===== config.mk =====
export PLATFORM = sky130hd
export DESIGN_NAME = ulpi_phy_vendor_detect_regs
export DESIGN_NICKNAME = d
export VERILOG_FILES = /design/src/hdl/vendor_regs_pkg.sv /design/src/hdl/edge_detect.sv /design/src/hdl/ulpi_phy_vendor_detect_regs.sv
export SDC_FILE = /design/constraint.sdc
export NUM_CORES = 1
export LEC_CHECK = 0
export BUFFER_PORTS_ARGS = -buffer_cell sky130_fd_sc_hd__buf_2
export CAP_MARGIN = 5
export CORE_MARGIN = 1
export CORE_UTILIZATION = 50
export CTS_CLUSTER_DIAMETER = 200
export DETAILED_ROUTE_END_ITERATION = 8
export GPL_TIMING_DRIVEN = 0
export PLACE_DENSITY = 0.78
export SLEW_MARGIN = 20
export SYNTH_ARGS = -nofsm -noshare
export SYNTH_HDL_FRONTEND = slang
export SYNTH_HIERARCHICAL = 1
export SYNTH_SLANG_ARGS = --single-unit

===== constraint.sdc =====
create_clock -name i_mclk -period 1.6 [get_ports i_mclk]
set_input_delay 0.24 -clock i_mclk [delete_from_list [all_inputs] [get_ports i_mclk]]
set_output_delay 0.24 -clock i_mclk [all_outputs]
set_load 0.005 [all_outputs]

===== src/hdl/vendor_regs_pkg.sv =====
// Summary of operation
// [RULE1] id float latch sets on enabled float rise or float fall change
// [RULE2] charger comparator latch sets on any comparator toggle when enabled
// [RULE3] resistor id latch sets on rising done flag when its enable is set
// [RULE4] event latch register is read only and clears after being read
// [RULE5] bit 2 and bits 7:4 of event latch always read zero
// [RULE6] vendor registers occupy 30h to 3Fh via immediate read and write
// [RULE7] squelch sensitivity bits 1:0 at 31h scale the threshold, reset 00
// [RULE8] transmit amplitude trim bits 6:4 raise hs swing, nominal at 000
// [RULE9] 32h bits enable voltage source, sink and comparator, contact source
// [RULE10] charging host port bit swaps dp and dm charger connections
// [RULE11] comparator status is 1 only if enabled, dp detected, linestate 00; with the host port bit set the code senses dm instead of dp
// [RULE12] same comparator result shown in charger and carkit status registers
// [RULE13] link should clear charger bits 2:0 before normal usb operation
// [RULE14] headset audio enabled only when 33h bits 3:0 equal 1010
// [RULE15] each enabled carkit event raises alt_int in the rxcmd byte
// [RULE16] resistor id done flag clears when link reads conversion value
// [RULE17] event arriving during clearing read stays latched
// [RULE18] reserved bits in 31h, 32h, 33h ignore writes, read zero
package vendor_regs_pkg;
  localparam logic [5:0] ADDR_EVENT_LATCH  = 6'h21;
  localparam logic [5:0] ADDR_HS_COMP      = 6'h31;
  localparam logic [5:0] ADDR_CHARGER      = 6'h32;
  localparam logic [5:0] ADDR_HEADSET      = 6'h33;
  localparam logic [5:0] ADDR_VENDOR_LO    = 6'h30;
  localparam logic [5:0] ADDR_VENDOR_HI    = 6'h3f;
  localparam logic [7:0] MASK_EVENT_LATCH  = 8'h0b;
  localparam logic [7:0] MASK_HS_COMP      = 8'h73;
  localparam logic [7:0] MASK_CHARGER_WR   = 8'h0f;
  localparam logic [7:0] MASK_HEADSET      = 8'h0f;
  localparam logic [7:0] RESET_VALUE       = 8'h00;
  localparam logic [3:0] HEADSET_KEY       = 4'ha;
  localparam logic [1:0] LINESTATE_SE0     = 2'h0;
  localparam int         BIT_ID_FLOAT      = 0;
  localparam int         BIT_CMP           = 1;
  localparam int         BIT_RID           = 3;
  localparam int         BIT_SRC_EN        = 0;
  localparam int         BIT_SINK_EN       = 1;
  localparam int         BIT_CONTACT_EN    = 2;
  localparam int         BIT_HOST_PORT     = 3;
  localparam int         BIT_CMP_OUT       = 4;
  localparam int         SQUELCH_LSB       = 0;
  localparam int         SQUELCH_MSB       = 1;
  localparam int         TRIM_LSB          = 4;
  localparam int         TRIM_MSB          = 6;
  localparam int         KEY_LSB           = 0;
  localparam int         KEY_MSB           = 3;
endpackage : vendor_regs_pkg

===== src/hdl/edge_detect.sv =====
`timescale 1ns/1ps
`default_nettype none
module edge_detect (
  input  wire logic i_mclk,
  input  wire logic i_rstn,
  input  wire logic i_level,
  output logic      o_rise,
  output logic      o_fall
);
  logic last;
  always_ff @(posedge i_mclk) begin
    if (!i_rstn) begin
      // follow the level in reset so a pin floating at release is no edge
      last <= i_level;
    end else begin
      last <= i_level;
    end
  end
  assign o_rise = i_level & ~last;
  assign o_fall = ~i_level & last;
endmodule : edge_detect
`default_nettype wire


===== src/hdl/ulpi_phy_vendor_detect_regs.sv =====
`timescale 1ns/1ps
`default_nettype none
module ulpi_phy_vendor_detect_regs (
  input  wire logic                 i_mclk,
  input  wire logic                 i_rstn,
  input  wire logic                 i_reg_wr,
  input  wire logic                 i_reg_rd,
  input  wire logic [5:0]           i_reg_addr,
  input  wire logic [7:0]           i_reg_wdata,
  output logic      [7:0]           o_reg_rdata,
  input  wire logic                 i_id_floating,
  input  wire logic                 i_id_float_rise_irq_en,
  input  wire logic                 i_id_float_fall_irq_en,
  input  wire logic                 i_charger_cmp_irq_en,
  input  wire logic                 i_resistor_id_irq_en,
  input  wire logic                 i_resistor_id_conv_end,
  input  wire logic                 i_resistor_id_value_rd,
  input  wire logic                 i_dp_voltage_seen,
  input  wire logic                 i_dm_voltage_seen,
  input  wire logic [1:0]           i_linestate,
  output logic                      o_alt_int,
  output logic                      o_resistor_id_done,
  output logic                      o_charger_cmp_out,
  output logic      [1:0]           o_squelch_sensitivity,
  output logic      [2:0]           o_tx_amplitude_trim,
  output logic                      o_dp_voltage_source_en,
  output logic                      o_dm_voltage_source_en,
  output logic                      o_dp_current_sink_en,
  output logic                      o_dm_current_sink_en,
  output logic                      o_dp_contact_source_en,
  output logic                      o_dm_contact_source_en,
  output logic                      o_headset_audio_en
);
  import vendor_regs_pkg::*;

  logic [7:0] hs_comp;
  logic [7:0] charger_ctrl;
  logic [7:0] headset_audio_key;
  logic [7:0] event_latch;
  logic       resistor_id_done;
  logic       charger_cmp_out;

  // only immediate accesses reach this port; vendor range decoded by address
  wire in_vendor   = (i_reg_addr >= ADDR_VENDOR_LO) &&
                     (i_reg_addr <= ADDR_VENDOR_HI);  // [RULE6]
  wire wr_hs       = i_reg_wr && in_vendor && (i_reg_addr == ADDR_HS_COMP);
  wire wr_charger  = i_reg_wr && in_vendor && (i_reg_addr == ADDR_CHARGER);
  wire wr_headset  = i_reg_wr && in_vendor && (i_reg_addr == ADDR_HEADSET);
  wire rd_latch    = i_reg_rd && (i_reg_addr == ADDR_EVENT_LATCH);  // [RULE4]

  wire host_port   = charger_ctrl[BIT_HOST_PORT];
  wire sink_en     = charger_ctrl[BIT_SINK_EN];
  // swapped sensing follows the host-port swap of the comparator
  wire sensed_line = host_port ? i_dm_voltage_seen : i_dp_voltage_seen;
  wire next_cmp    = sink_en && sensed_line &&
                     (i_linestate == LINESTATE_SE0);  // [RULE11]

  logic id_rise, id_fall, cmp_rise, cmp_fall, rid_rise;

  edge_detect id_edge (
    .i_mclk (i_mclk),
    .i_rstn (i_rstn),
    .i_level(i_id_floating),
    .o_rise (id_rise),
    .o_fall (id_fall)
  );
  edge_detect cmp_edge (
    .i_mclk (i_mclk),
    .i_rstn (i_rstn),
    .i_level(charger_cmp_out),
    .o_rise (cmp_rise),
    .o_fall (cmp_fall)
  );
  edge_detect rid_edge (
    .i_mclk (i_mclk),
    .i_rstn (i_rstn),
    .i_level(resistor_id_done),
    .o_rise (rid_rise),
    .o_fall ()
  );

  wire ev_id  = (id_rise & i_id_float_rise_irq_en) |
                (id_fall & i_id_float_fall_irq_en);  // [RULE1]
  wire ev_cmp = (cmp_rise | cmp_fall) & i_charger_cmp_irq_en;  // [RULE2]
  wire ev_rid = rid_rise & i_resistor_id_irq_en;  // [RULE3]
  wire [7:0] new_events = {4'h0, ev_rid, 1'b0, ev_cmp, ev_id};
  // set wins over the read clear so a colliding event is not lost
  wire [7:0] next_latch = ((rd_latch ? RESET_VALUE : event_latch) |
                           new_events) & MASK_EVENT_LATCH;  // [RULE17] [RULE5]

  // done flag clears on a value read; a fresh conversion end wins
  wire next_done = i_resistor_id_conv_end |
                   (resistor_id_done & ~i_resistor_id_value_rd);  // [RULE16]

  wire [7:0] charger_view = (charger_ctrl & MASK_CHARGER_WR) |
                            ({7'h00, charger_cmp_out} << BIT_CMP_OUT);
  wire [7:0] read_mux =
      (i_reg_addr == ADDR_EVENT_LATCH) ? event_latch :
      (i_reg_addr == ADDR_HS_COMP)     ? hs_comp :
      (i_reg_addr == ADDR_CHARGER)     ? charger_view :  // [RULE12]
      (i_reg_addr == ADDR_HEADSET)     ? headset_audio_key :
                                         RESET_VALUE;

  always_ff @(posedge i_mclk) begin
    if (!i_rstn) begin
      hs_comp           <= RESET_VALUE;  // [RULE7]
      charger_ctrl      <= RESET_VALUE;
      headset_audio_key <= RESET_VALUE;  // [RULE14]
      event_latch       <= RESET_VALUE;
      resistor_id_done  <= 1'b0;
      charger_cmp_out   <= 1'b0;
      o_reg_rdata       <= RESET_VALUE;
    end else begin
      if (wr_hs) begin
        hs_comp <= i_reg_wdata & MASK_HS_COMP;  // [RULE18]
      end
      if (wr_charger) begin
        charger_ctrl <= i_reg_wdata & MASK_CHARGER_WR;  // [RULE9] [RULE18]
      end
      if (wr_headset) begin
        headset_audio_key <= i_reg_wdata & MASK_HEADSET;  // [RULE18]
      end
      event_latch      <= next_latch;
      resistor_id_done <= next_done;
      charger_cmp_out  <= next_cmp;
      if (i_reg_rd) begin
        o_reg_rdata <= read_mux;
      end
    end
  end

  // outputs registered from the control state
  always_ff @(posedge i_mclk) begin
    if (!i_rstn) begin
      o_alt_int              <= 1'b0;
      o_resistor_id_done     <= 1'b0;
      o_charger_cmp_out      <= 1'b0;
      o_squelch_sensitivity  <= 2'h0;
      o_tx_amplitude_trim    <= 3'h0;
      o_dp_voltage_source_en <= 1'b0;
      o_dm_voltage_source_en <= 1'b0;
      o_dp_current_sink_en   <= 1'b0;
      o_dm_current_sink_en   <= 1'b0;
      o_dp_contact_source_en <= 1'b0;
      o_dm_contact_source_en <= 1'b0;
      o_headset_audio_en     <= 1'b0;
    end else begin
      // one pulse for each cycle with any enabled event, carried in the rxcmd alt_int field
      o_alt_int              <= |new_events;  // [RULE15]
      o_resistor_id_done     <= resistor_id_done;
      o_charger_cmp_out      <= charger_cmp_out;  // [RULE12]
      o_squelch_sensitivity  <= hs_comp[SQUELCH_MSB:SQUELCH_LSB];  // [RULE7]
      o_tx_amplitude_trim    <= hs_comp[TRIM_MSB:TRIM_LSB];  // [RULE8]
      o_dp_voltage_source_en <= charger_ctrl[BIT_SRC_EN] & ~host_port;
      o_dm_voltage_source_en <= charger_ctrl[BIT_SRC_EN] & host_port;
      o_dp_current_sink_en   <= sink_en & ~host_port;  // [RULE10]
      o_dm_current_sink_en   <= sink_en & host_port;
      o_dp_contact_source_en <= charger_ctrl[BIT_CONTACT_EN] & ~host_port;
      o_dm_contact_source_en <= charger_ctrl[BIT_CONTACT_EN] & host_port;
      o_headset_audio_en     <=
          (headset_audio_key[KEY_MSB:KEY_LSB] == HEADSET_KEY);  // [RULE14]
    end
  end

  chk_latch_read_clear : assert property (  // [RULE4]
    @(posedge i_mclk) disable iff (!i_rstn)
    rd_latch && new_events == 8'h00 |=> event_latch == 8'h00)
    else $error("event latch not cleared by read");
  chk_latch_set_wins : assert property (  // [RULE17]
    @(posedge i_mclk) disable iff (!i_rstn)
    rd_latch |=> (event_latch & $past(new_events)) == $past(new_events))
    else $error("event lost during clearing read");
  chk_latch_reserved : assert property (  // [RULE5]
    @(posedge i_mclk) disable iff (!i_rstn)
    (event_latch & ~MASK_EVENT_LATCH) == 8'h00)
    else $error("reserved latch bits set");
  chk_id_float_set : assert property (  // [RULE1]
    @(posedge i_mclk) disable iff (!i_rstn)
    ($rose(i_id_floating) && i_id_float_rise_irq_en) ||
      ($fell(i_id_floating) && i_id_float_fall_irq_en)
    |=> event_latch[BIT_ID_FLOAT])
    else $error("id float change not latched");
  chk_cmp_latch_set : assert property (  // [RULE2]
    @(posedge i_mclk) disable iff (!i_rstn)
    $changed(charger_cmp_out) && i_charger_cmp_irq_en
    |=> event_latch[BIT_CMP])
    else $error("comparator change not latched");
  chk_rid_latch_set : assert property (  // [RULE3]
    @(posedge i_mclk) disable iff (!i_rstn)
    $rose(resistor_id_done) && i_resistor_id_irq_en
    |=> event_latch[BIT_RID])
    else $error("conversion end not latched");
  chk_cmp_needs_sink : assert property (  // [RULE11]
    @(posedge i_mclk) disable iff (!i_rstn)
    !sink_en |=> !charger_cmp_out)
    else $error("comparator high while disabled");
  chk_cmp_linestate : assert property (  // [RULE11]
    @(posedge i_mclk) disable iff (!i_rstn)
    i_linestate != LINESTATE_SE0 |=> !charger_cmp_out)
    else $error("comparator high outside se0");
  chk_headset_key : assert property (  // [RULE14]
    @(posedge i_mclk) disable iff (!i_rstn)
    wr_headset |-> ##2 o_headset_audio_en ==
      ($past(i_reg_wdata[KEY_MSB:KEY_LSB], 2) == HEADSET_KEY))
    else $error("headset enable mismatch");
  chk_squelch_follows : assert property (  // [RULE7]
    @(posedge i_mclk) disable iff (!i_rstn)
    wr_hs |-> ##2 o_squelch_sensitivity ==
      $past(i_reg_wdata[SQUELCH_MSB:SQUELCH_LSB], 2))
    else $error("squelch field mismatch");
  chk_trim_follows : assert property (  // [RULE8]
    @(posedge i_mclk) disable iff (!i_rstn)
    wr_hs |-> ##2 o_tx_amplitude_trim ==
      $past(i_reg_wdata[TRIM_MSB:TRIM_LSB], 2))
    else $error("amplitude trim mismatch");
  chk_swap_routing : assert property (  // [RULE10]
    @(posedge i_mclk) disable iff (!i_rstn)
    host_port |=> !o_dp_voltage_source_en && !o_dp_current_sink_en &&
      !o_dp_contact_source_en)
    else $error("charger path not swapped to minus line");
  chk_alt_int_pulse : assert property (  // [RULE15]
    @(posedge i_mclk) disable iff (!i_rstn)
    ev_id || ev_cmp || ev_rid |=> o_alt_int)
    else $error("event without alt_int");
  chk_done_clears : assert property (  // [RULE16]
    @(posedge i_mclk) disable iff (!i_rstn)
    i_resistor_id_value_rd && !i_resistor_id_conv_end
    |=> !resistor_id_done)
    else $error("done flag not cleared by value read");
endmodule : ulpi_phy_vendor_detect_regs
`default_nettype wire


==> results of run 1 <==
[flip-flops by register name (all words and copies together) (netlist names)]
| name | count |
|---|---|
| o_dm_current_sink_en | 1 |
| o_reg_rdata | 7 |
| o_headset_audio_en | 1 |
| charger_ctrl | 4 |
| o_tx_amplitude_trim | 3 |
| o_dp_current_sink_en | 1 |
| o_dp_voltage_source_en | 1 |
| o_squelch_sensitivity | 2 |
| charger_cmp_out | 1 |
| id_edge/last | 1 |
| hs_comp | 5 |
| o_charger_cmp_out | 1 |
| o_resistor_id_done | 1 |
| o_dm_contact_source_en | 1 |
| o_alt_int | 1 |
| headset_audio_key | 4 |
| o_dm_voltage_source_en | 1 |
| cmp_edge/last | 1 |
| event_latch | 3 |
| resistor_id_done | 1 |
| rid_edge/last | 1 |
| o_dp_contact_source_en | 1 |
[power by group through the flow]
stage	Combinational (mW)	Clock, mW	Sequential [mW]
final	0.128	0.503	1.09
after global routing	0.142	0.566	1.09
after CTS	0.127	0.505	1.09
after detailed placement	0.126	0	1.11
after global placement	0.125	0	1.11
after floorplan	0.0685	0	1.11
[per-layer routing]
layer	part of all wire, %	GRT usage [%]
met2	46	32.2
met3	5.7	7.36
met1	47	26.8
met4	1.5	6.98
met5	0	0
[worst max-delay path by stage]
stage	start	end	slack, ps
floorplan	i_reg_addr[2]	hs_comp[0]$_SDFFE_PN0P_	220
global placement	i_reg_addr[2]	hs_comp[6]$_SDFFE_PN0P_	10
detailed placement	i_reg_addr[2]	hs_comp[6]$_SDFFE_PN0P_	-1
CTS	i_reg_addr[2]	hs_comp[6]$_SDFFE_PN0P_	370
global route	charger_ctrl[3]$_SDFFE_PN0P_	o_reg_rdata[3]$_SDFFE_PN0P_	290
finish	charger_ctrl[3]$_SDFFE_PN0P_	o_reg_rdata[3]$_SDFFE_PN0P_	360
[area by class of cell]
class	instances	area, sq um
sequential	43	861
buffer	10	42.5
multi-input combinational	108	734
inverter	8	30.0
timing repair buffer	50	255
tap	44	55.1
clock buffer	7	45.0
fill	305	1070
clock inverter	1	5.00
[worst register-to-register path, stage by stage, from the launching register on]
cell,delay [ps]
dfxtp_1,320
clkbuf_1,290
mux2_2,240
nand4_1,110
a31oi_1,210
[per-stage QoR]
stage | cell area [sq um] | cells | hold slack (ps) | TNS, ps | total power [mW]
after global placement | 1970 | 262 | 362 | 0 | 1.24
after detailed placement | 1970 | 262 | 364 | -0.995 | 1.24
final | 2030 | 271 | 31.0 | 0 | 1.72
after floorplan | 1670 | 169 | 268 | 0 | 1.18
after CTS | 2020 | 270 | 2.29 | 0 | 1.72
after global routing | 2030 | 271 | 9.20 | 0 | 1.80
[repair_timing]
action,CTS,global route
setup buffers,0,0
hold buffers,0,1
endpoints found under the hold margin,0,1
[placed cells by master (no fill, tap or decap), types with 2 or more instances in the layout]
| cell | instances |
|---|---|
| inv_1 | 8 |
| and2_1 | 4 |
| mux2_2 | 2 |
| nand4_1 | 4 |
| clkbuf_4 | 5 |
| nand2_1 | 25 |
| nand2b_1 | 5 |
| nor2b_1 | 5 |
| nand3b_1 | 3 |
| dfxtp_1 | 43 |
| a221oi_1 | 2 |
| and2b_2 | 2 |
| buf_2 | 50 |
| a21oi_1 | 8 |
| mux2i_1 | 14 |
| and3b_1 | 2 |
| nor2_1 | 2 |
| clkbuf_1 | 10 |
| and3_1 | 5 |
| nor3b_1 | 2 |
| a31oi_1 | 2 |
| o221ai_1 | 2 |
| o21ai_0 | 4 |
==> qor.csv, run 1 <==
stage;metric;value;unit
global_route;first-pass GRT wire length;5330;microns
floorplan;chip height;59.8;microns
power;combinational share of power;7.4;%
yosys;Yosys warning count;6;
placement;# port buffers;49;
hold_path;WHS Endpoint;charger_cmp_out$_SDFF_PN0_;
setup_path;element type at the critical path end;flop;
floorplan;starting density of the core;53.8;%
hold_path;Hold Path Stages;2;
yosys;Netlist Area Pre-Place;1670;sq um
detailed_routing;Starting DRT DRC Count;49;
sta;Final Skew;13.0;ps
global_route;maximum number of pins on one net before global-route repair;13;
detailed_routing;Pre-antenna DRT Iters;4;
setup_path;Worst path max stage delay;320;ps
sta;part of the cycle the worst path needs;77.5;%
setup_path;Req. time, crit path;1880;ps
sta;Peak Freq;0.806;GHz
power;Peak VDD IR;0.000572;V
clock_network;TritonCTS clock tree;built;
hold_path;hold crit path type;in2reg;
detailed_routing;wire per inst;12.2;microns
placement;gpl congestion;0.850;
setup_path;R2R Setup Slk;360;ps
status;status;finished clean;
power;Cell Int Power;1.31;mW
sta;Setup-failing EPs final;0;
clock_network;clock-pin slew on the worst setup and hold paths;120;ps
yosys;Syn Area/Cell;9.87;sq um
hold_path;Worst Min Path Start;i_linestate[0];
setup_path;RR Startpoint;charger_ctrl[3]$_SDFFE_PN0P_;
yosys;cell count after synthesis;169;
clock_network;Num CTS Buffers;5;
clock_network;clock sinks;43;
floorplan;I/O pin count;52;
detailed_routing;Antenna Nets Post-Route;0;
power;leakage power;0.917;nW
setup_path;delay-heaviest family, CP;flip-flops;
detailed_routing;vias per cell;5.02;
finish;final core utilization;65.4;%
setup_path;worst-case reg-to-reg path depth;4;
detailed_routing;final WL;3310;microns
finish;area delta synth->final;21.6;%
setup_path;Crit Path Class;reg2reg;
placement;dpl ws;-0.995;ps
sta;fin worst setup slack;360;ps
setup_path;CP bufs+invs;1;
sta;RSZ-0062 raised after global routing;false;
clock_network;H-tree depth;2;
yosys;Mapped Nets;198;
sta;Slew Viols, Final;0;
setup_path;CP Max Fanout;9;
floorplan;CORE AREA;3100;sq um
finish;# nets final;255;
setup_path;FF-to-FF End;o_reg_rdata[3]$_SDFFE_PN0P_;
global_route;initial antenna violation count;0;
power;register share of total power;63.3;%
floorplan;Rows;20;
detailed_routing;Vias;1361;
power;P_sw;406;uW
power;pwr/cell area;847;nW/um^2
finish;Antenna diodes;0;
power;Switching Fraction;23.6;%
setup_path;Crit-path slowest cell;dfxtp_1;
job;Max-Cap Viols;0;
placement;placed wire-length estimate;2480;microns
clock_network;cts repair resizes;0;
global_route;Total GRT Usage;20.8;%
sta;fin crit period;1240;ps
global_route;Overflow after GRT;0;
setup_path;Crit path depth;4;
floorplan;die area;3570;sq um
floorplan;Die W;59.8;microns
sta;endpoints failing hold;0;
global_route;vias in the first global route;1182;
power;clock power share;29.3;%
setup_path;worst path cell trace;clkbuf_1 -> mux2_2 -> nand4_1 -> a31oi_1;
clock_network;Clock Latency Late Sink;350;ps
detailed_routing;DRC Markers;0;
setup_path;WP data arrival;1520;ps
clock_network;Clock Tree Root;clkbuf_4;
setup_path;startpoint types;flop;
finish;share of layout cells above drive strength 1;29.5;%
clock_network;Clock Path Buffers;2;
Note: power is estimated with default switching activity, not from simulation.
==> run 2: changes to the inputs <==
==> constraint.sdc (replaced) <==
create_clock -name i_mclk -period 1.2 [get_ports i_mclk]
set_input_delay 0.18 -clock i_mclk [delete_from_list [all_inputs] [get_ports i_mclk]]
set_output_delay 0.18 -clock i_mclk [all_outputs]
set_load 0.005 [all_outputs]
==> qor.csv, run 2 (synthesis gave the netlist of run 1 again) <==
stage;metric;value;unit;change
detailed_routing;Vias;1392;;was 1361
floorplan;die area;3570;sq um;unchanged
floorplan;CORE AREA;3100;sq um;unchanged
detailed_routing;Starting DRT DRC Count;53;;was 49
setup_path;FF-to-FF End;o_reg_rdata[3]$_SDFFE_PN0P_;;unchanged
setup_path;CP Max Fanout;4;;was 9
clock_network;Clock Latency Late Sink;350;ps;about the same
power;leakage power;0.949;nW;was 0.917 nW
setup_path;startpoint types;primary input;;was flop
setup_path;RR Startpoint;charger_ctrl[3]$_SDFFE_PN0P_;;unchanged
placement;placed wire-length estimate;2460;microns;was 2480 microns
sta;fin crit period;1140;ps;
hold_path;Worst Min Path Start;i_resistor_id_conv_end;;was i_linestate[0]
setup_path;worst-case reg-to-reg path depth;3;;was 4
global_route;first-pass GRT wire length;5490;microns;was 5330 microns
finish;max reg flops;7;;unchanged
setup_path;element type at the critical path end;flop;;unchanged
detailed_routing;wire per inst;12.5;microns;was 12.2 microns
sta;Slew Viols, Final;0;;unchanged
floorplan;Die W;59.8;microns;unchanged
setup_path;R2R Setup Slk;100;ps;was 360 ps
hold_path;hold crit path type;in2reg;;unchanged
global_route;vias in the first global route;1241;;was 1182
floorplan;I/O pin count;52;;unchanged
detailed_routing;metal2 WL;1620;microns;was 1520 microns
placement;gpl congestion;0.897;;was 0.850
sta;RSZ-0062 raised after global routing;true;;was false
sta;endpoints failing hold;0;;unchanged
hold_path;Hold Path Stages;3;;was 2
sta;Peak Freq;0.881;GHz;
sta;fin worst setup slack;64.4;ps;was 360 ps
clock_network;TritonCTS clock tree;built;;unchanged
clock_network;H-tree depth;2;;unchanged
global_route;maximum number of pins on one net before global-route repair;13;;unchanged
finish;register bank with the most flops;o_reg_rdata;;unchanged
finish;Antenna diodes;0;;unchanged
global_route;initial antenna violation count;0;;unchanged
global_route;Total GRT Usage;20.9;%;was 20.8%
power;total power draw;2.34;mW;was 1.72 mW
power;Peak VDD IR;0.000674;V;was 0.000572 V
detailed_routing;WL met1;1570;microns;was 1540 microns
detailed_routing;final WL;3410;microns;was 3310 microns
clock_network;Clock Path Buffers;2;;unchanged
setup_path;Req. time, crit path;1490;ps;was 1880 ps
finish;commonest non-fill, non-tap cells in the layout;50 x buf_2, 43 x dfxtp_1, 25 x nand2_1;;unchanged
finish;share of layout cells above drive strength 1;31.0;%;was 29.5%
floorplan;Rows;20;;unchanged
global_route;Overflow after GRT;0;;unchanged
finish;multi-input logic area;743;sq um;was 734 sq um
finish;# nets final;258;;was 255
status;status;finished clean;;unchanged
hold_path;WHS Endpoint;resistor_id_done$_SDFF_PN0_;;was charger_cmp_out$_SDFF_PN0_
detailed_routing;Pre-antenna DRT Iters;4;;unchanged
finish;register area;861;sq um;unchanged
detailed_routing;DRC Markers;0;;unchanged
power;pwr/cell area;1130;nW/um^2;was 847 nW/um^2
clock_network;Num CTS Buffers;5;;unchanged
job;Max-Cap Viols;0;;unchanged
sta;Final Skew;6.39;ps;was 13.0 ps
detailed_routing;met3 wire len;178;microns;was 190 microns
detailed_routing;Antenna Nets Post-Route;0;;unchanged
placement;dpl ws;-305;ps;was -0.995 ps
setup_path;Crit Path Class;in2reg;;was reg2reg
finish;Top Registers;o_reg_rdata (7), hs_comp (5);;unchanged
finish;area delta synth->final;24.4;%;was 21.6%
detailed_routing;highest metal used;met4;;unchanged
finish;Fillers;289;;was 305
clock_network;clock sinks;43;;unchanged
placement;# port buffers;49;;unchanged
clock_network;clock-pin slew on the worst setup and hold paths;110;ps;was 120 ps
floorplan;chip height;59.8;microns;unchanged
detailed_routing;vias per cell;5.10;;was 5.02
sta;setup_tns;0;ps;unchanged
clock_network;Clock Tree Root;clkbuf_4;;unchanged
finish;commonest non-fill, non-tap cell in the layout;buf_2;;unchanged
setup_path;WP data arrival;1430;ps;was 1520 ps
sta;Setup-failing EPs final;0;;unchanged
sta;part of the cycle the worst path needs;94.6;%;
floorplan;starting density of the core;53.8;%;unchanged
[run 2: cell count changes in the layout (fill, tap and decap cells not counted), sizes merged]
cell         previous run  this run
clkbuf                 15        12
dlygate4sd3             1         3
buf                    51        54
[run 2: power by group]
part / switching [mW] / internal [mW] / total, mW / leakage, nW
Sequential: 0.00724 / 1.44 / 1.45 / 0.348
Clock: 0.438 / 0.272 / 0.709 / 0.0341
Combinational: 0.0968 / 0.0827 / 0.180 / 0.567
Total: 0.542 / 1.80 / 2.34 / 0.949
[run 2: stage by stage]
step / hold slack, ps / cell area [sq um] / instances / utilization (%)
2_1_floorplan: 208 / 1670 / 169 / -
3_3_place_gp: 303 / 1970 / 262 / 63.4
3_5_place_dp: 305 / 1970 / 262 / 63.4
4_1_cts: 27.3 / 2050 / 271 / 66.1
5_1_grt: 39.7 / 2070 / 273 / 66.9
6_report: 28.2 / 2070 / 273 / 66.9
[run 2: layer usage]
| layer | up-vias | track usage (%) |
|---|---|---|
| met4 | 0 | 7.97 |
| li1 | 696 | - |
| met3 | 5 | 6.93 |
| met1 | 656 | 26.7 |
| met5 | - | 0 |
| met2 | 35 | 32.4 |
[run 2: final cells by class]
class	instances	share of cell area, %
Timing Repair Buffer	54	14.0
Multi-Input combinational cell	108	35.8
Sequential cell	43	41.5
Tap cell	44	2.65
Clock buffer	6	2.47
Buffer	9	1.87
Inverter	8	1.45
Clock inverter	1	0.241
[run 2: worst max-delay path by stage]
stage                        startpoint  slack [ps]  cells past startpoint                           endpoint
after global placement    i_reg_addr[2]        -290                      4            hs_comp[5]$_SDFFE_PN0P_
after detailed placement  i_reg_addr[2]        -300                      4            hs_comp[0]$_SDFFE_PN0P_
after global routing      i_reg_addr[0]           1                      5  headset_audio_key[1]$_SDFFE_PN0P_
after floorplan           i_reg_addr[2]         -80                      3            hs_comp[0]$_SDFFE_PN0P_
after CTS                 i_reg_addr[0]          40                      5  headset_audio_key[0]$_SDFFE_PN0P_
final                     i_reg_addr[2]          60                      5            hs_comp[5]$_SDFFE_PN0P_
[run 2: what timing repair did]
action / in CTS / in global routing
hold endpoints to repair: 2 / 0
hold buffers: 3 / 0
setup buffers: 0 / 2
resized for setup: 0 / 4
setup endpoints to repair: 1 / 8
pin swaps: 0 / 1
[run 2: worst max-delay path: stages]
cell and delay, ps:
buf_2 110, or3b_4 450, nor4b_4 310, buf_4 200, mux2i_1 180
==> run 3: changes to the inputs <==
--- a/config.mk
+++ b/config.mk
@@ -11,7 +11,6 @@
 export CORE_UTILIZATION = 50
 export CTS_CLUSTER_DIAMETER = 200
 export DETAILED_ROUTE_END_ITERATION = 8
-export GPL_TIMING_DRIVEN = 0
 export PLACE_DENSITY = 0.78
 export SLEW_MARGIN = 20
 export SYNTH_ARGS = -nofsm -noshare
==> qor.csv, run 3 (synthesis gave the netlist of run 1 again) <==
stage;metric;value;unit;change
finish;area delta synth->final;29.5;%;was 24.4%
placement;# port buffers;49;;unchanged
finish;share of layout cells above drive strength 1;34.6;%;was 31.0%
sta;final hold slack;29.2;ps;was 28.2 ps
floorplan;chip height;59.8;microns;unchanged
power;Switching Fraction;21.7;%;was 23.2%
sta;fin worst setup slack;82.2;ps;was 64.4 ps
clock_network;H-tree depth;2;;unchanged
finish;Top Registers;o_reg_rdata (7), hs_comp (5);;unchanged
finish;Antenna diodes;0;;unchanged
setup_path;delay-heaviest family, CP;buffers and inverters;;was simple AND/OR/NAND/NOR gates
setup_path;CP Max Fanout;3;;was 4
power;combinational share of power;8.0;%;was 7.7%
setup_path;startpoint types;primary input;;unchanged
finish;commonest non-fill, non-tap cell in the layout;buf_2;;unchanged
setup_path;worst path cell trace;dlygate4sd3_1 -> buf_2 -> and2b_2 -> a22oi_1 -> a31oi_1;;was buf_2 -> or3b_4 -> nor4b_4 -> buf_4 -> mux2i_1
clock_network;clock-pin slew on the worst setup and hold paths;120;ps;was 110 ps
detailed_routing;Antenna Nets Post-Route;0;;unchanged
sta;part of the cycle the worst path needs;93.2;%;was 94.6%
detailed_routing;Vias;1419;;was 1392
clock_network;clock sinks;43;;unchanged
power;Cell Int Power;1.97;mW;was 1.80 mW
floorplan;die area;3570;sq um;unchanged
clock_network;TritonCTS clock tree;built;;unchanged
floorplan;Die W;59.8;microns;unchanged
global_route;maximum number of pins on one net before global-route repair;19;;was 13
hold_path;hold crit path type;in2reg;;unchanged
sta;RSZ-0062 raised after global routing;false;;was true
detailed_routing;final WL;3720;microns;was 3410 microns
placement;placed wire-length estimate;2680;microns;was 2460 microns
sta;fin crit period;1120;ps;was 1140 ps
clock_network;Clock Path Buffers;2;;unchanged
floorplan;starting density of the core;53.8;%;unchanged
finish;commonest non-fill, non-tap cells in the layout;49 x buf_2, 43 x dfxtp_1, 25 x nand2_1;;was 50 x buf_2, 43 x dfxtp_1, 25 x nand2_1
global_route;Overflow after GRT;0;;unchanged
detailed_routing;DRC Markers;0;;unchanged
detailed_routing;vias per cell;5.10;;about the same
setup_path;Crit Path Class;in2reg;;unchanged
detailed_routing;Pre-antenna DRT Iters;4;;unchanged
placement;dpl ws;-202;ps;was -305 ps
sta;Setup-failing EPs final;0;;unchanged
clock_network;Clock Latency Late Sink;350;ps;about the same
power;pwr/cell area;1170;nW/um^2;was 1130 nW/um^2
clock_network;Clock Tree Root;clkbuf_4;;unchanged
detailed_routing;wire per inst;13.4;microns;was 12.5 microns
setup_path;WP data arrival;1350;ps;was 1430 ps
sta;Slew Viols, Final;0;;unchanged
power;clock power share;34.4;%;was 30.3%
global_route;initial antenna violation count;0;;unchanged
finish;register bank with the most flops;o_reg_rdata;;unchanged
job;Max-Cap Viols;0;;unchanged
floorplan;I/O pin count;52;;unchanged
setup_path;CP bufs+invs;2;;unchanged
status;status;finished clean;;unchanged
global_route;first-pass GRT wire length;6020;microns;was 5490 microns
setup_path;Req. time, crit path;1430;ps;was 1490 ps
setup_path;element type at the critical path end;flop;;unchanged
clock_network;Num CTS Buffers;5;;unchanged
power;register share of total power;57.6;%;was 62.0%
finish;# nets final;263;;was 258
power;P_sw;546;uW;was 542 uW
finish;max reg flops;7;;unchanged
setup_path;Crit-path slowest cell;dlygate4sd3_1;;was or3b_4
power;leakage power;0.999;nW;was 0.949 nW
setup_path;Worst path max stage delay;520;ps;was 450 ps
global_route;vias in the first global route;1377;;was 1241
floorplan;CORE AREA;3100;sq um;unchanged
detailed_routing;Starting DRT DRC Count;35;;was 53
floorplan;Rows;20;;unchanged
power;Peak VDD IR;0.00103;V;was 0.000674 V
sta;endpoints failing hold;0;;unchanged
sta;Final Skew;14.1;ps;was 6.39 ps
global_route;Total GRT Usage;23.2;%;was 20.9%
placement;gpl congestion;0.901;;was 0.897
sta;Peak Freq;0.895;GHz;was 0.881 GHz
run 3: per-layer routing:
layer / wire (microns) / track usage (%) / up-vias / part of all wire (%)
li1: - / - / 708 / -
met1: 1600 / 27.6 / 666 / 43
met2: 1890 / 39.0 / 41 / 51
met3: 179 / 6.28 / 4 / 4.8
met4: 52 / 9.97 / 0 / 1.4
met5: 0 / 0 / - / 0
run 3: area by class of cell:
cell class | count | area, sq um
clock buffers | 6 | 41.3
fillers | 256 | 943
repair buffers | 68 | 408
flip-flops and latches | 43 | 861
well taps | 44 | 55.1
inverters | 8 | 30.0
multi-input cells | 108 | 734
clock inverters | 1 | 30.0
run 3: worst paths after layout:
| check | from | to | slack (ps) | depth (start not counted) |
|---|---|---|---|---|
| hold reg to reg | charger_cmp_out$_SDFF_PN0_ | cmp_edge/last$_DFF_P_ | 390 | 0 |
| setup / recovery | i_id_floating | o_alt_int$_SDFF_PN0_ | 80 | 5 |
| setup reg to reg | charger_cmp_out$_SDFF_PN0_ | o_alt_int$_SDFF_PN0_ | 150 | 3 |
| hold / removal | i_resistor_id_conv_end | resistor_id_done$_SDFF_PN0_ | 30 | 3 |
run 3: repair_timing:
action                     4_1_cts  5_1_grt
buffers inserted                 0        0
setup endpoints to repair        0        1
resized for setup                0        1
hold endpoints to repair         2        0
hold buffers                     3        0
run 3: power by group through the flow:
stage          registers [mW]  logic, mW  clock network [mW]
2_1_floorplan            1.48     0.0914                   0
3_3_place_gp             1.48      0.184                   0
3_5_place_dp             1.48      0.190                   0
4_1_cts                  1.45      0.200               0.874
5_1_grt                  1.45      0.220               0.945
6_report                 1.45      0.201               0.867
run 3: worst reg2reg max path: cells and delay by family, from the launching register on:
kind,cells,cell delay (ps)
compound gates,2,320
flops,1,390
simple gates,1,230
run 3: through the flow:
stage	total power, mW	setup TNS (ps)	util (%)	area [sq um]	cells
floorplan	1.57	-638	-	1670	169
global placement	1.67	-2180	66.3	2060	268
detailed placement	1.67	-2830	66.3	2060	268
CTS	2.53	0	69.6	2160	278
global route	2.62	0	69.6	2160	278
finish	2.52	0	69.6	2160	278
